$ cat config.mk
export PLATFORM = sky130hd
export DESIGN_NAME = link_ctrl_status_regs
export DESIGN_NICKNAME = d
export VERILOG_FILES = /design/src/rtl/link_regs_pkg.sv /design/src/rtl/aspm_decode.sv /design/src/rtl/link_ctrl_status_regs.sv
export SDC_FILE = /design/constraint.sdc
export NUM_CORES = 1
export LEC_CHECK = 0
export BUFFER_PORTS_ARGS = -buffer_cell sky130_fd_sc_hd__buf_4
export CORE_UTILIZATION = 38
export DETAILED_ROUTE_END_ITERATION = 8
export PLACE_DENSITY = 0.84
export SLEW_MARGIN = 10
export SYNTH_ARGS = -nofsm -noshare
export SYNTH_HDL_FRONTEND = slang
export SYNTH_SLANG_ARGS = --single-unit
$ cat constraint.sdc
create_clock -name REF_CLK -period 4.1 [get_ports REF_CLK]
set_input_delay 1.025 -clock REF_CLK [delete_from_list [all_inputs] [get_ports REF_CLK]]
set_output_delay 1.025 -clock REF_CLK [all_outputs]
set_load 0.005 [all_outputs]
$ cat src/rtl/link_regs_pkg.sv
// Package: offsets, field positions, fixed status values, codes and field types for the link control/status block
package link_regs_pkg;

  // ==========================================================
  // Register offsets (configuration byte addresses)
  localparam logic [11:0] LINK_CTRL_OFFSET   = 12'h080;
  localparam logic [11:0] LINK_STATUS_OFFSET = 12'h082;

  // ==========================================================
  // Link control field positions
  localparam int CTRL_ASPM_LSB      = 0;
  localparam int CTRL_BOUNDARY_BIT  = 3;
  localparam int CTRL_EXT_SYNCH_BIT = 7;
  localparam int CTRL_CCC_BIT       = 6;
  localparam int CTRL_CPM_BIT       = 8;
  localparam logic [15:0] CTRL_WRITE_MASK = 16'h01CB;

  // ==========================================================
  // General control default-select positions
  localparam int GEN_CPM_DEF_BIT    = 23;
  localparam int GEN_ASPM_DEF_LSB   = 28;

  // ==========================================================
  // Link status fixed values
  localparam logic [3:0] STATUS_SPEED_CODE = 4'h1;
  localparam logic [5:0] STATUS_WIDTH_CODE = 6'h01;
  localparam int         STATUS_SCC_BIT    = 12;

  // ==========================================================
  // Exit latency codes and completion boundary
  localparam logic [2:0] L0S_LAT_COMMON = 3'h3;
  localparam logic [2:0] L0S_LAT_ASYNC  = 3'h4;
  localparam int         OWN_RCB_BYTES  = 128;

  // ==========================================================
  // Active state PM encodings
  typedef enum logic [1:0] {
    ASPM_OFF  = 2'h0,
    ASPM_L0S  = 2'h1,
    ASPM_L1   = 2'h2,
    ASPM_BOTH = 2'h3
  } aspm_type;

  // Configuration access request
  typedef struct packed {
    logic        wr;
    logic        rd;
    logic [11:0] addr;
    logic [1:0]  be;
    logic [15:0] wdata;
  } cfg_req_type;

  // Decoded link policy outputs
  typedef struct packed {
    logic       extended_synch;
    logic       allow_l0s;
    logic       allow_l1;
    logic       common_clock;
    logic [2:0] l0s_exit_latency;
  } link_policy_type;

endpackage
$ cat src/rtl/aspm_decode.sv
// ASPM control field decoder
`timescale 1ns/1ps
module aspm_decode
  import link_regs_pkg::*;
(
  input  wire aspm_type aspm_control,
  output logic          allow_l0s,
  output logic          allow_l1
);

  // ==========================================================
  // Field decode: 00 off, 01 L0s, 10 L1, 11 both
  assign allow_l0s = (aspm_control == ASPM_L0S) || (aspm_control == ASPM_BOTH);
  assign allow_l1  = (aspm_control == ASPM_L1)  || (aspm_control == ASPM_BOTH);

endmodule

$ cat src/rtl/link_ctrl_status_regs.sv
// Link control and link status configuration registers
`timescale 1ns/1ps
module link_ctrl_status_regs
  import link_regs_pkg::*;
(
  input  wire logic        REF_CLK,
  input  wire logic        RST_B,
  input  wire cfg_req_type CFG_REQ,
  input  wire logic [31:0] GEN_CTRL,
  input  wire logic        COMMON_REFCLK,
  input  wire logic        CLKREQ_WANT,
  output logic [15:0]      CFG_RDATA,
  output logic             CFG_RVALID,
  output link_policy_type  POLICY,
  output logic             CLKREQ_OUT,
  output logic             COMPLETION_128
);

  // ==========================================================
  // Pin synchroniser for reference clock strap
  logic scc_meta_q;
  logic scc_sync_q;

  always_ff @(posedge REF_CLK) begin
    if (!RST_B) begin
      scc_meta_q <= 1'b0;
      scc_sync_q <= 1'b0;
    end else begin
      scc_meta_q <= COMMON_REFCLK;
      scc_sync_q <= scc_meta_q;
    end
  end

  // ==========================================================
  // Writable link control fields
  logic     clock_pm_enable_q;
  logic     extended_synch_q;
  logic     common_clock_q;
  logic     completion_boundary_select_q;
  aspm_type aspm_control_q;
  logic     defaults_pending_q;

  // Access decode
  wire ctrl_hit    = (CFG_REQ.addr == LINK_CTRL_OFFSET);
  wire status_hit  = (CFG_REQ.addr == LINK_STATUS_OFFSET);
  wire ctrl_wr_lo  = CFG_REQ.wr && ctrl_hit && CFG_REQ.be[0];
  wire ctrl_wr_hi  = CFG_REQ.wr && ctrl_hit && CFG_REQ.be[1];

  // Default-select fields sampled after reset release
  wire       clock_pm_default_select = GEN_CTRL[GEN_CPM_DEF_BIT];
  wire [1:0] aspm_default_select     = GEN_CTRL[GEN_ASPM_DEF_LSB +: 2];

  // Register update; read-only bits have no storage
  always_ff @(posedge REF_CLK) begin
    if (!RST_B) begin
      clock_pm_enable_q            <= 1'b0;
      extended_synch_q             <= 1'b0;
      common_clock_q               <= 1'b0;
      completion_boundary_select_q <= 1'b0;
      aspm_control_q               <= ASPM_OFF;
      defaults_pending_q           <= 1'b1;
    end else if (defaults_pending_q) begin
      clock_pm_enable_q  <= clock_pm_default_select;
      aspm_control_q     <= aspm_type'(aspm_default_select);
      defaults_pending_q <= 1'b0;
    end else begin
      if (ctrl_wr_hi) begin
        clock_pm_enable_q <= CFG_REQ.wdata[CTRL_CPM_BIT];
      end
      if (ctrl_wr_lo) begin
        extended_synch_q             <= CFG_REQ.wdata[CTRL_EXT_SYNCH_BIT];
        common_clock_q               <= CFG_REQ.wdata[CTRL_CCC_BIT];
        completion_boundary_select_q <= CFG_REQ.wdata[CTRL_BOUNDARY_BIT];
        aspm_control_q               <= aspm_type'(CFG_REQ.wdata[CTRL_ASPM_LSB +: 2]);
      end
    end
  end

  // ==========================================================
  // Register images
  wire [15:0] ctrl_image = {4'h0,
                            1'b0, 1'b0,
                            1'b0,
                            clock_pm_enable_q,
                            extended_synch_q,
                            common_clock_q,
                            1'b0, 1'b0,
                            completion_boundary_select_q,
                            1'b0,
                            aspm_control_q};
  wire [15:0] status_image = {1'b0, 1'b0,
                              1'b0,
                              scc_sync_q,
                              1'b0, 1'b0,
                              STATUS_WIDTH_CODE,
                              STATUS_SPEED_CODE};
  wire [15:0] rd_mux = ctrl_hit ? ctrl_image : (status_hit ? status_image : 16'h0000);

  // ASPM decode
  logic allow_l0s;
  logic allow_l1;

  aspm_decode u_aspm_decode (
    .aspm_control (aspm_control_q),
    .allow_l0s    (allow_l0s),
    .allow_l1     (allow_l1)
  );

  // ==========================================================
  // Registered outputs
  always_ff @(posedge REF_CLK) begin
    if (!RST_B) begin
      CFG_RDATA      <= 16'h0000;
      CFG_RVALID     <= 1'b0;
      POLICY         <= '0;
      CLKREQ_OUT     <= 1'b0;
      COMPLETION_128 <= 1'b1;
    end else begin
      CFG_RVALID     <= CFG_REQ.rd;
      CFG_RDATA      <= CFG_REQ.rd ? rd_mux : 16'h0000;
      POLICY.extended_synch   <= extended_synch_q;
      POLICY.allow_l0s        <= allow_l0s;
      POLICY.allow_l1         <= allow_l1;
      POLICY.common_clock     <= common_clock_q;
      POLICY.l0s_exit_latency <= common_clock_q ? L0S_LAT_COMMON : L0S_LAT_ASYNC;
      CLKREQ_OUT     <= clock_pm_enable_q & CLKREQ_WANT;
      COMPLETION_128 <= 1'b1;
    end
  end
endmodule

# --- Yosys cells after proc, flatten, opt, wreduce, memory -nomap -nowiden ---
# Index checks and enable logic that the tools add are counted.
op_classes:
  reduce_logical: 11
  eq_ne: 5
  bitwise_logic: 5
  muxes: 8
op_table:
  columns: ["op", "n"]
  rows:
  - ["$eq A12 B8 Y1 const B", 2]
  - ["$mux W9", 1]
  - ["$mux W5", 1]
  - ["$eq A2 B2 Y1 const B", 2]
  - ["$mux W2", 2]
  - ["$not A1 Y1", 4]
  - ["$reduce_and A2 Y1", 2]
  - ["$reduce_bool A2 Y1", 2]
  - ["$reduce_or A4 Y1", 1]
  - ["$logic_and A1 B1 Y1", 3]
  - ["$mux W1", 3]
  - ["$mux W3", 1]
  - ["$reduce_or A3 Y1", 1]
  - ["$eq A2 B1 Y1 const B", 1]
  - ["$logic_or A1 B1 Y1", 2]
  - ["$and A1 B1 Y1", 1]
totals:
  regBits: 27
  in_bits: 68

# --- Depth between registers and ports, before layout ---
# Gate-level depths: netlist of the first run.
logic_depth:
  depth_word: 5
  mapped_depth: 4

# --- By module ---
# Synthesis of the first run repeated with hierarchy kept, for this count alone.
hier_totals:
  cells_unflattened: 92
  hier_area_um2: 950.9
modules_own_cells:
  columns: ["module", "cells_per_inst", "area_each_um2", "n_inst"]
  rows:
  - ["link_ctrl_status_regs", 90, 943.4, 1]
  - ["aspm_decode", 2, 7.5, 1]

# --- Least setup slack after synthesis of the first run ---
# No wires, ideal clock.
synth_path:
  path_kind: "input to register"
  startpoint: "input port CFG_REQ[18] in the netlist's numbering"
  endpoint: "register common_clock_q"
  arrival_ns: 1.965
  n_path_buf: 0
  path_stages: 4
  setup_slack_ns: 2.019
  setup_ns: 0.116
  path_cell_list: "nor4b_1 -> nand4_2 -> o21a_1 -> a31o_2"
synth_between:
  elab_chain_cells: 4
synth_rtl:
  columns: ["element", "line", "rtl"]
  rows:
  - ["from (decl)", "link_ctrl_status_regs.sv:8", "input wire cfg_req_type CFG_REQ,"]
  - ["$eq A12 B8 Y1", "link_ctrl_status_regs.sv:44", "wire ctrl_hit = (CFG_REQ.addr == LINK_CTRL_OFFSET);"]
  - ["$logic_and A1 B1 Y1 (2 in series)", "link_ctrl_status_regs.sv:46", "wire ctrl_wr_lo = CFG_REQ.wr && ctrl_hit && CFG_REQ.be[0];"]
  - ["$reduce_and A2 Y1 (no source line)", null, null]
  - ["to (signal assigned)", "link_ctrl_status_regs.sv:72", "common_clock_q <= CFG_REQ.wdata[CTRL_CCC_BIT];"]
  - ["to (decl)", "link_ctrl_status_regs.sv:38", "logic common_clock_q;"]
# Every way passes these cells.
# A chain may end at the register's enable or synchronous reset.

# --- Worst setup path after layout of the first run ---
layout_path:
  startpoint: "input port CFG_REQ[27] in the netlist's numbering"
  endpoint: "register CFG_RDATA[1]"
layout_between:
  elab_chain_cells: 2
layout_rtl:
  columns: ["element", "line", "rtl"]
  rows:
  - ["$eq A12 B8 Y1", "link_ctrl_status_regs.sv:44", null]
  - ["$mux W9", "link_ctrl_status_regs.sv:97", "wire [15:0] rd_mux = ctrl_hit ? ctrl_image : (status_hit ? status_image : 16'h0000);"]
  - ["to (signal assigned)", "link_ctrl_status_regs.sv:120", "CFG_RDATA <= CFG_REQ.rd ? rd_mux : 16'h0000;"]
  - ["to (decl)", "link_ctrl_status_regs.sv:12", "output logic [15:0] CFG_RDATA,"]
# Every way passes these cells.

==> results.py, run 1 <==
metrics = {
    "status": {
        "status": "completed",
    },
    "critical_path": {
        "worstSetupStartpoint": "CFG_REQ[27]",
        "cp_max_fo": 6,
        "crit_path_end": "CFG_RDATA[1]",
        "slowest_stage": "nor4_4",
        "cp_data_required_time_ps": 4350,
        "cp-end-kind": "flop",
        "start_kind": "primary input",
        "timing.rr.start": "defaults_pending_q",
        "reg2reg_depth": 3,
        "ff2ff_setup_slack_ps": 3100,
        "crit_type": "in2reg",
        "crit_top_cell": "nor4_4",
        "rr_endpoint": "clock_pm_enable_q",
        "worst_ep_arrival_time_ps": 2230,
        "critPathMaxStageDelay_ps": 400,
        "path_cells": "buf_4, nor4_4, nand2_2, nor4_4, and2_1",
    },
    "cts": {
        "ctsHoldBuffers": 0,
        "root_buffer": "clkbuf_4",
        "numClockSinks": 24,
        "cts_buffer_depth": 2,
        "cts_tree": "yes",
        "post_cts_resized": 0,
        "clk-insertion-delay-late_ps": 310,
        "post_cts.repair.setup_buffers": 0,
        "numCtsBuffers": 3,
        "cts.clk_slew.worst_paths_ps": 120,
        "htree_levels": 1,
    },
    "layout": {
        "diodes": 0,
        "largest_register": "CFG_RDATA",
        "reg.largest.list": "CFG_RDATA (8), POLICY (5), aspm_control_q (2)",
        "syn_to_final_growth_pct": 36.08,
        "largest_register_ffs": 8,
        "nets": 202,
        "drive_gt1_share_pct": 44.36,
    },
    "floorplanning": {
        "chipHeight_microns": 52.19,
        "core_area_sq_um": 2297,
        "rows": 17,
        "die_w_microns": 52.19,
        "num_io_pins": 94,
        "start_util_pct": 41.67,
        "dieArea_sq_um": 2724,
    },
    "min_path": {
        "hold_depth": 1,
        "hold_start": "common_clock_q",
        "hp-class": "reg2reg",
    },
    "detailed_routing": {
        "drt-total-wl_mm": 1.841,
        "wl_per_cell_microns": 11.43,
        "firstDrtPassIters": 2,
        "dr_total_vias": 746,
        "ant_nets": 0,
        "drc": 0,
        "vias_per_cell": 4.634,
        "drtIter0Drc": 1,
    },
    "logic_synthesis": {
        "yosys_warnings": 0,
        "ys_top_cells_by_area": "dfxtp_1 50%, buf_4 8.6%, and2_1 7.8%",
        "synth_top_area_share_pct": 50.20,
        "ys_ff_latch": 24,
        "synth-edff-count": 0,
        "syn_inst": 90,
        "postSynthAreaPerCell_sq_um": 10.64,
        "synth_ff_type": "dfxtp_1",
        "yosysSeqAreaShare_pct": 50.20,
        "synth_largest_area_cell": "dfxtp_1",
        "synth_cell_types": 27,
        "netlist_area_sq_um": 957.2,
        "synthArstFlopShare_pct": 0,
    },
    "sta": {
        "layout_setup_ws_ps": 2121,
        "period_share_pct": 48.26,
        "period_needed_ps": 1979,
        "slew_violations": 0,
        "fin_tns_setup_ps": 0,
        "rsz0062_at_grt": "no",
        "setup_viol": 0,
        "clock_skew_ps": 4.073,
        "hold_viol_final": 0,
        "fmax_mhz": 505.4,
    },
    "place": {
        "place_congestion": 0.7343,
        "post-dp-hpwl_mm": 1.499,
        "place_ws_ps": 1784,
        "io_buffers": 45,
    },
    "power_and_ir_drop": {
        "p_leak_uw": 0.0006344,
        "p_per_area_nw_per_um2": 308.8,
        "ir_drop_mv": 0.1624,
    },
    "global_routing": {
        "antenna_found_initial": 0,
        "track_usage_pct": 15.34,
        "grt_max_degree": 17,
        "gr-total-overflow": 0,
        "grt_first_pass_wirelength_mm": 2.946,
        "grt_pass1_vias": 703,
    },
    "flow_run": {
        "max_cap_viol_count": 0,
    },
}
how the worst min path moves through the flow:
| stage | end | slack (ps) |
|---|---|---|
| floorplan | POLICY[2] | 400 |
| global placement | scc_sync_q | 420 |
| detailed placement | scc_sync_q | 430 |
| CTS | POLICY[2] | 450 |
| global route | POLICY[2] | 470 |
| finish | POLICY[2] | 440 |
where the power goes:
group | leakage [uW] | total, uW | internal, uW | switching, uW
combinational | 0.000417 | 42.4 | 25.1 | 17.3
clock | 0.0000210 | 117 | 54.2 | 63.3
sequential | 0.000196 | 242 | 239 | 3.49
Yosys cell counts (all sizes together) (3+ instances only):
library cell / count
inv: 4
buf: 11
o21ai: 3
nand2: 4
and2: 12
nor3: 5
nor4: 3
dfxtp: 24
final cells by class:
type | count | area, sq um
fillers | 194 | 994.7
flip-flops and latches | 24 | 480.5
multi-input cells | 56 | 397.9
clock buffers | 4 | 36.28
repair buffers | 45 | 337.8
inverters | 4 | 15.01
well taps | 28 | 35.03
through the flow:
step	area, sq um	hold slack [ps]	cells	utilization, %	total power, uW
CTS	1303	449.7	161	56.70	405.5
finish	1303	441.7	161	56.70	402.2
global placement	1266	415.2	157	55.12	288.1
detailed placement	1266	425.8	157	55.12	290.1
global route	1303	468.0	161	56.70	421.7
floorplan	983.4	396.1	97	-	266.5
cell usage in the layout, fill, tap and decap left out, drive strengths merged:
cell type	Yosys	routed
buf	11	45
dfxtp	24	24
and2	12	12
conb	2	9
nor3	5	5
inv	4	4
nand2	4	4
clkbuf	2	4
nor4	3	3
o21ai	3	3
mux2i	2	2
o21a	2	2
a31o	2	2
nor3b	2	2
nor4b	2	2
nand4	2	2
nor2	2	2
or4b	1	1
and3b	1	1
a21oi	1	1
nor2b	1	1
a21o	1	1
and3	1	1
metal layers:
layer | part of all wire [%] | vias up | track usage, % | wire length (microns)
met4 | 1.8 | 0 | 7.895 | 34
li1 | - | 367 | - | -
met3 | 6.3 | 4 | 3.478 | 116
met1 | 37 | 342 | 14.29 | 675
met2 | 55 | 33 | 30.34 | 1015
met5 | 0 | - | 0 | 0
worst max-delay path, delay by kind of cell:
family	cells	cell delay, ps
simple gates	4	1090
buf+inv	1	120
logic make-up after synthesis:
family / synth area share [%]
flip-flops: 50.20
other: 0.7846
multiplexers: 2.092
buffers and inverters: 10.98
AO/OA/AOI/OAI: 6.274
AND/OR/NAND/NOR: 29.67
No activity file was read; power rests on OpenSTA's default activity.
==> run 2, diff against run 1 <==
ABC_AREA = 1   (was unset)
CORE_UTILIZATION = 32   (was 38)
PLACE_DENSITY = 0.74   (was 0.84)
clock period = 1.8 ns   (was 4.1 ns; I/O delays follow)
==> run 2 against run 1 <==
  * Count of clock-buffer cells in the layout unchanged
  * Global-route usage down 3.6 points
  * Via count up 10%
  * First-iteration DRC count rose to 17 times the previous value
  * Routed wire length down 2.3%
  * Combinational power rose to 2.6 times the previous value
  * Worst setup slack worse by 1600 ps
  * Largest cell class unchanged
  * Largest power group unchanged
  * Highest routed layer unchanged
==> results.py, run 2 <==
metrics = {
    "floorplanning": {
        "die_w_microns": 58.17,
        "core_area_sq_um": 3028,
        "num_io_pins": 94,
        "rows": 20,
        "dieArea_sq_um": 3384,
        "start_util_pct": 33.35,
        "chipHeight_microns": 58.17,
    },
    "layout": {
        "diodes": 0,
        "nets": 246,
        "final_common_cell": "buf_4",
        "reg.largest.list": "CFG_RDATA (8), POLICY (5), aspm_control_q (2)",
        "largest_register": "CFG_RDATA",
        "drive_gt1_share_pct": 31.07,
        "fin_cells": 221,
        "final_cell_mix": "45 x buf_4, 28 x nand2_1, 25 x inv_1",
        "largest_register_ffs": 8,
        "syn_to_final_growth_pct": 36.06,
    },
    "detailed_routing": {
        "drc": 0,
        "drt-total-wl_mm": 1.799,
        "wl_per_cell_microns": 8.140,
        "dr_total_vias": 823,
        "drtIter0Drc": 17,
        "firstDrtPassIters": 4,
        "ant_nets": 0,
        "vias_per_cell": 3.724,
    },
    "sta": {
        "hold_viol_final": 0,
        "clock_skew_ps": 3.343,
        "period_needed_ps": 1237,
        "period_share_pct": 68.73,
        "fin_tns_setup_ps": 0,
        "setup_viol": 0,
        "fmax_mhz": 808.4,
        "slew_violations": 0,
        "rsz0062_at_grt": "no",
    },
    "global_routing": {
        "gr-total-overflow": 0,
        "grt_max_degree": 15,
        "antenna_found_initial": 0,
        "track_usage_pct": 11.70,
        "grt_pass1_vias": 676,
        "grt_first_pass_wirelength_mm": 2.911,
    },
    "logic_synthesis": {
        "synth_simple_gate_area_share_pct": 32.34,
        "synth_compound_area_share_pct": 0.9913,
        "synth_cell_types": 18,
        "synth_largest_area_cell": "dfxtp_1",
        "synthArstFlopShare_pct": 0,
        "synth-edff-count": 0,
        "synthAdderAreaFrac_pct": 0,
        "synth_top_area_share_pct": 47.58,
        "synthMuxAreaShare_pct": 0,
        "synth_ff_type": "dfxtp_1",
        "ys_ff_latch": 24,
        "synth_xor_area_share_pct": 0,
        "yosys_warnings": 0,
        "synth_top_family_by_area": "simple AND/OR/NAND/NOR gates",
        "ys_top_cells_by_area": "dfxtp_1 48%, nand2_1 10%, inv_1 9.3%",
        "yosysSeqAreaShare_pct": 47.58,
        "syn_inst": 134,
        "postSynthAreaPerCell_sq_um": 7.535,
        "yosysMostFrequentCell": "nand2_1",
        "netlist_area_sq_um": 1010,
        "ys_top_cells_by_count": "28 x nand2_1, 25 x inv_1, 24 x dfxtp_1",
    },
    "power_and_ir_drop": {
        "p_leak_uw": 0.0007547,
        "p_per_area_nw_per_um2": 681.5,
        "ir_drop_mv": 0.2655,
    },
    "cts": {
        "post_cts.repair.setup_buffers": 0,
        "numClockSinks": 24,
        "clk-insertion-delay-late_ps": 310,
        "post_cts_resized": 0,
        "root_buffer": "clkbuf_4",
        "htree_levels": 1,
        "cts.clk_slew.worst_paths_ps": 120,
        "cts_tree": "yes",
        "ctsHoldBuffers": 0,
        "cts_buffer_depth": 2,
        "numCtsBuffers": 3,
    },
    "critical_path": {
        "cp_max_fo": 3,
        "crit_type": "reg2out",
        "crit_buf_inv": 1,
        "cp-end-kind": "output port",
        "cp_data_required_time_ps": 1350,
        "critPathMaxStageDelay_ps": 370,
        "worst_ep_arrival_time_ps": 790,
        "start_kind": "flop",
        "slowest_stage": "dfxtp_1",
        "path_cells": "buf_4",
        "crit_family": "flip-flops",
    },
    "place": {
        "place_congestion": 0.7819,
        "post-dp-hpwl_mm": 1.410,
        "io_buffers": 45,
        "dp.cells": 217,
    },
    "min_path": {
        "hp-class": "in2reg",
    },
    "status": {
        "status": "completed",
    },
    "flow_run": {
        "max_cap_viol_count": 0,
    },
}
## run 2: through the flow
stage               utilization [%]  area, sq um  hold WS (ps)  power, uW  setup slack, ps
floorplan                         -         1036         390.5      624.4            511.7
CTS                           45.37         1374         315.4      944.2            550.9
finish                        45.37         1374         324.5      936.3            562.9
global placement              44.17         1338         392.8      671.6            306.4
detailed placement            44.17         1338         402.4      673.3            280.5
global route                  45.37         1374         311.6      993.7            494.1
## run 2: per-layer routing
| metal | global-route usage (%) | vias to the layer above | part of all wire (%) |
|---|---|---|---|
| met5 | 0 | - | 0 |
| met4 | 5.102 | 0 | 0.61 |
| met3 | 3.795 | 2 | 5.3 |
| met2 | 21.18 | 28 | 49 |
| met1 | 12.33 | 336 | 45 |
| li1 | - | 457 | - |
## run 2: final timing paths
kind,cells after the start,to,slack [ps],from
worst max register to register,5,clock_pm_enable_q,760,defaults_pending_q
worst max-delay path,1,POLICY[0],560,POLICY[1]
worst min register to register,2,CFG_RDATA[12],420,scc_sync_q
worst min-delay path,3,scc_meta_q,320,COMMON_REFCLK
## run 2: report_power, final
part           switching [uW]  internal (uW)  total, uW
Combinational            50.1           61.1        111
Sequential               5.85            544        550
Clock                     151            123        275
Total                     207            729        936
## run 2: layout make-up
class,count,area [sq um]
clock buffers,4,36.28
repair buffers,45,337.8
multi-input cells,79,370.4
flip-flops and latches,24,480.5
well taps,44,55.05
fillers,305,1654
inverters,25,93.84
## run 2: kinds of logic (layout without fill, tap and decap cells)
group	Yosys count	count (layout)
buffers and inverters	38	74
AND/OR/NAND/NOR	68	68
other	2	9
flip-flops	24	24
AO/OA/AOI/OAI	2	2
## run 2: worst reg2reg max path: cells and delay by family, from the launching register on
kind | cells | cell delay (ps)
and+or+nand+nor | 3 | 210
AOI/OAI and AO/OA | 1 | 100
DFF | 1 | 450
buffers and inverters | 1 | 200
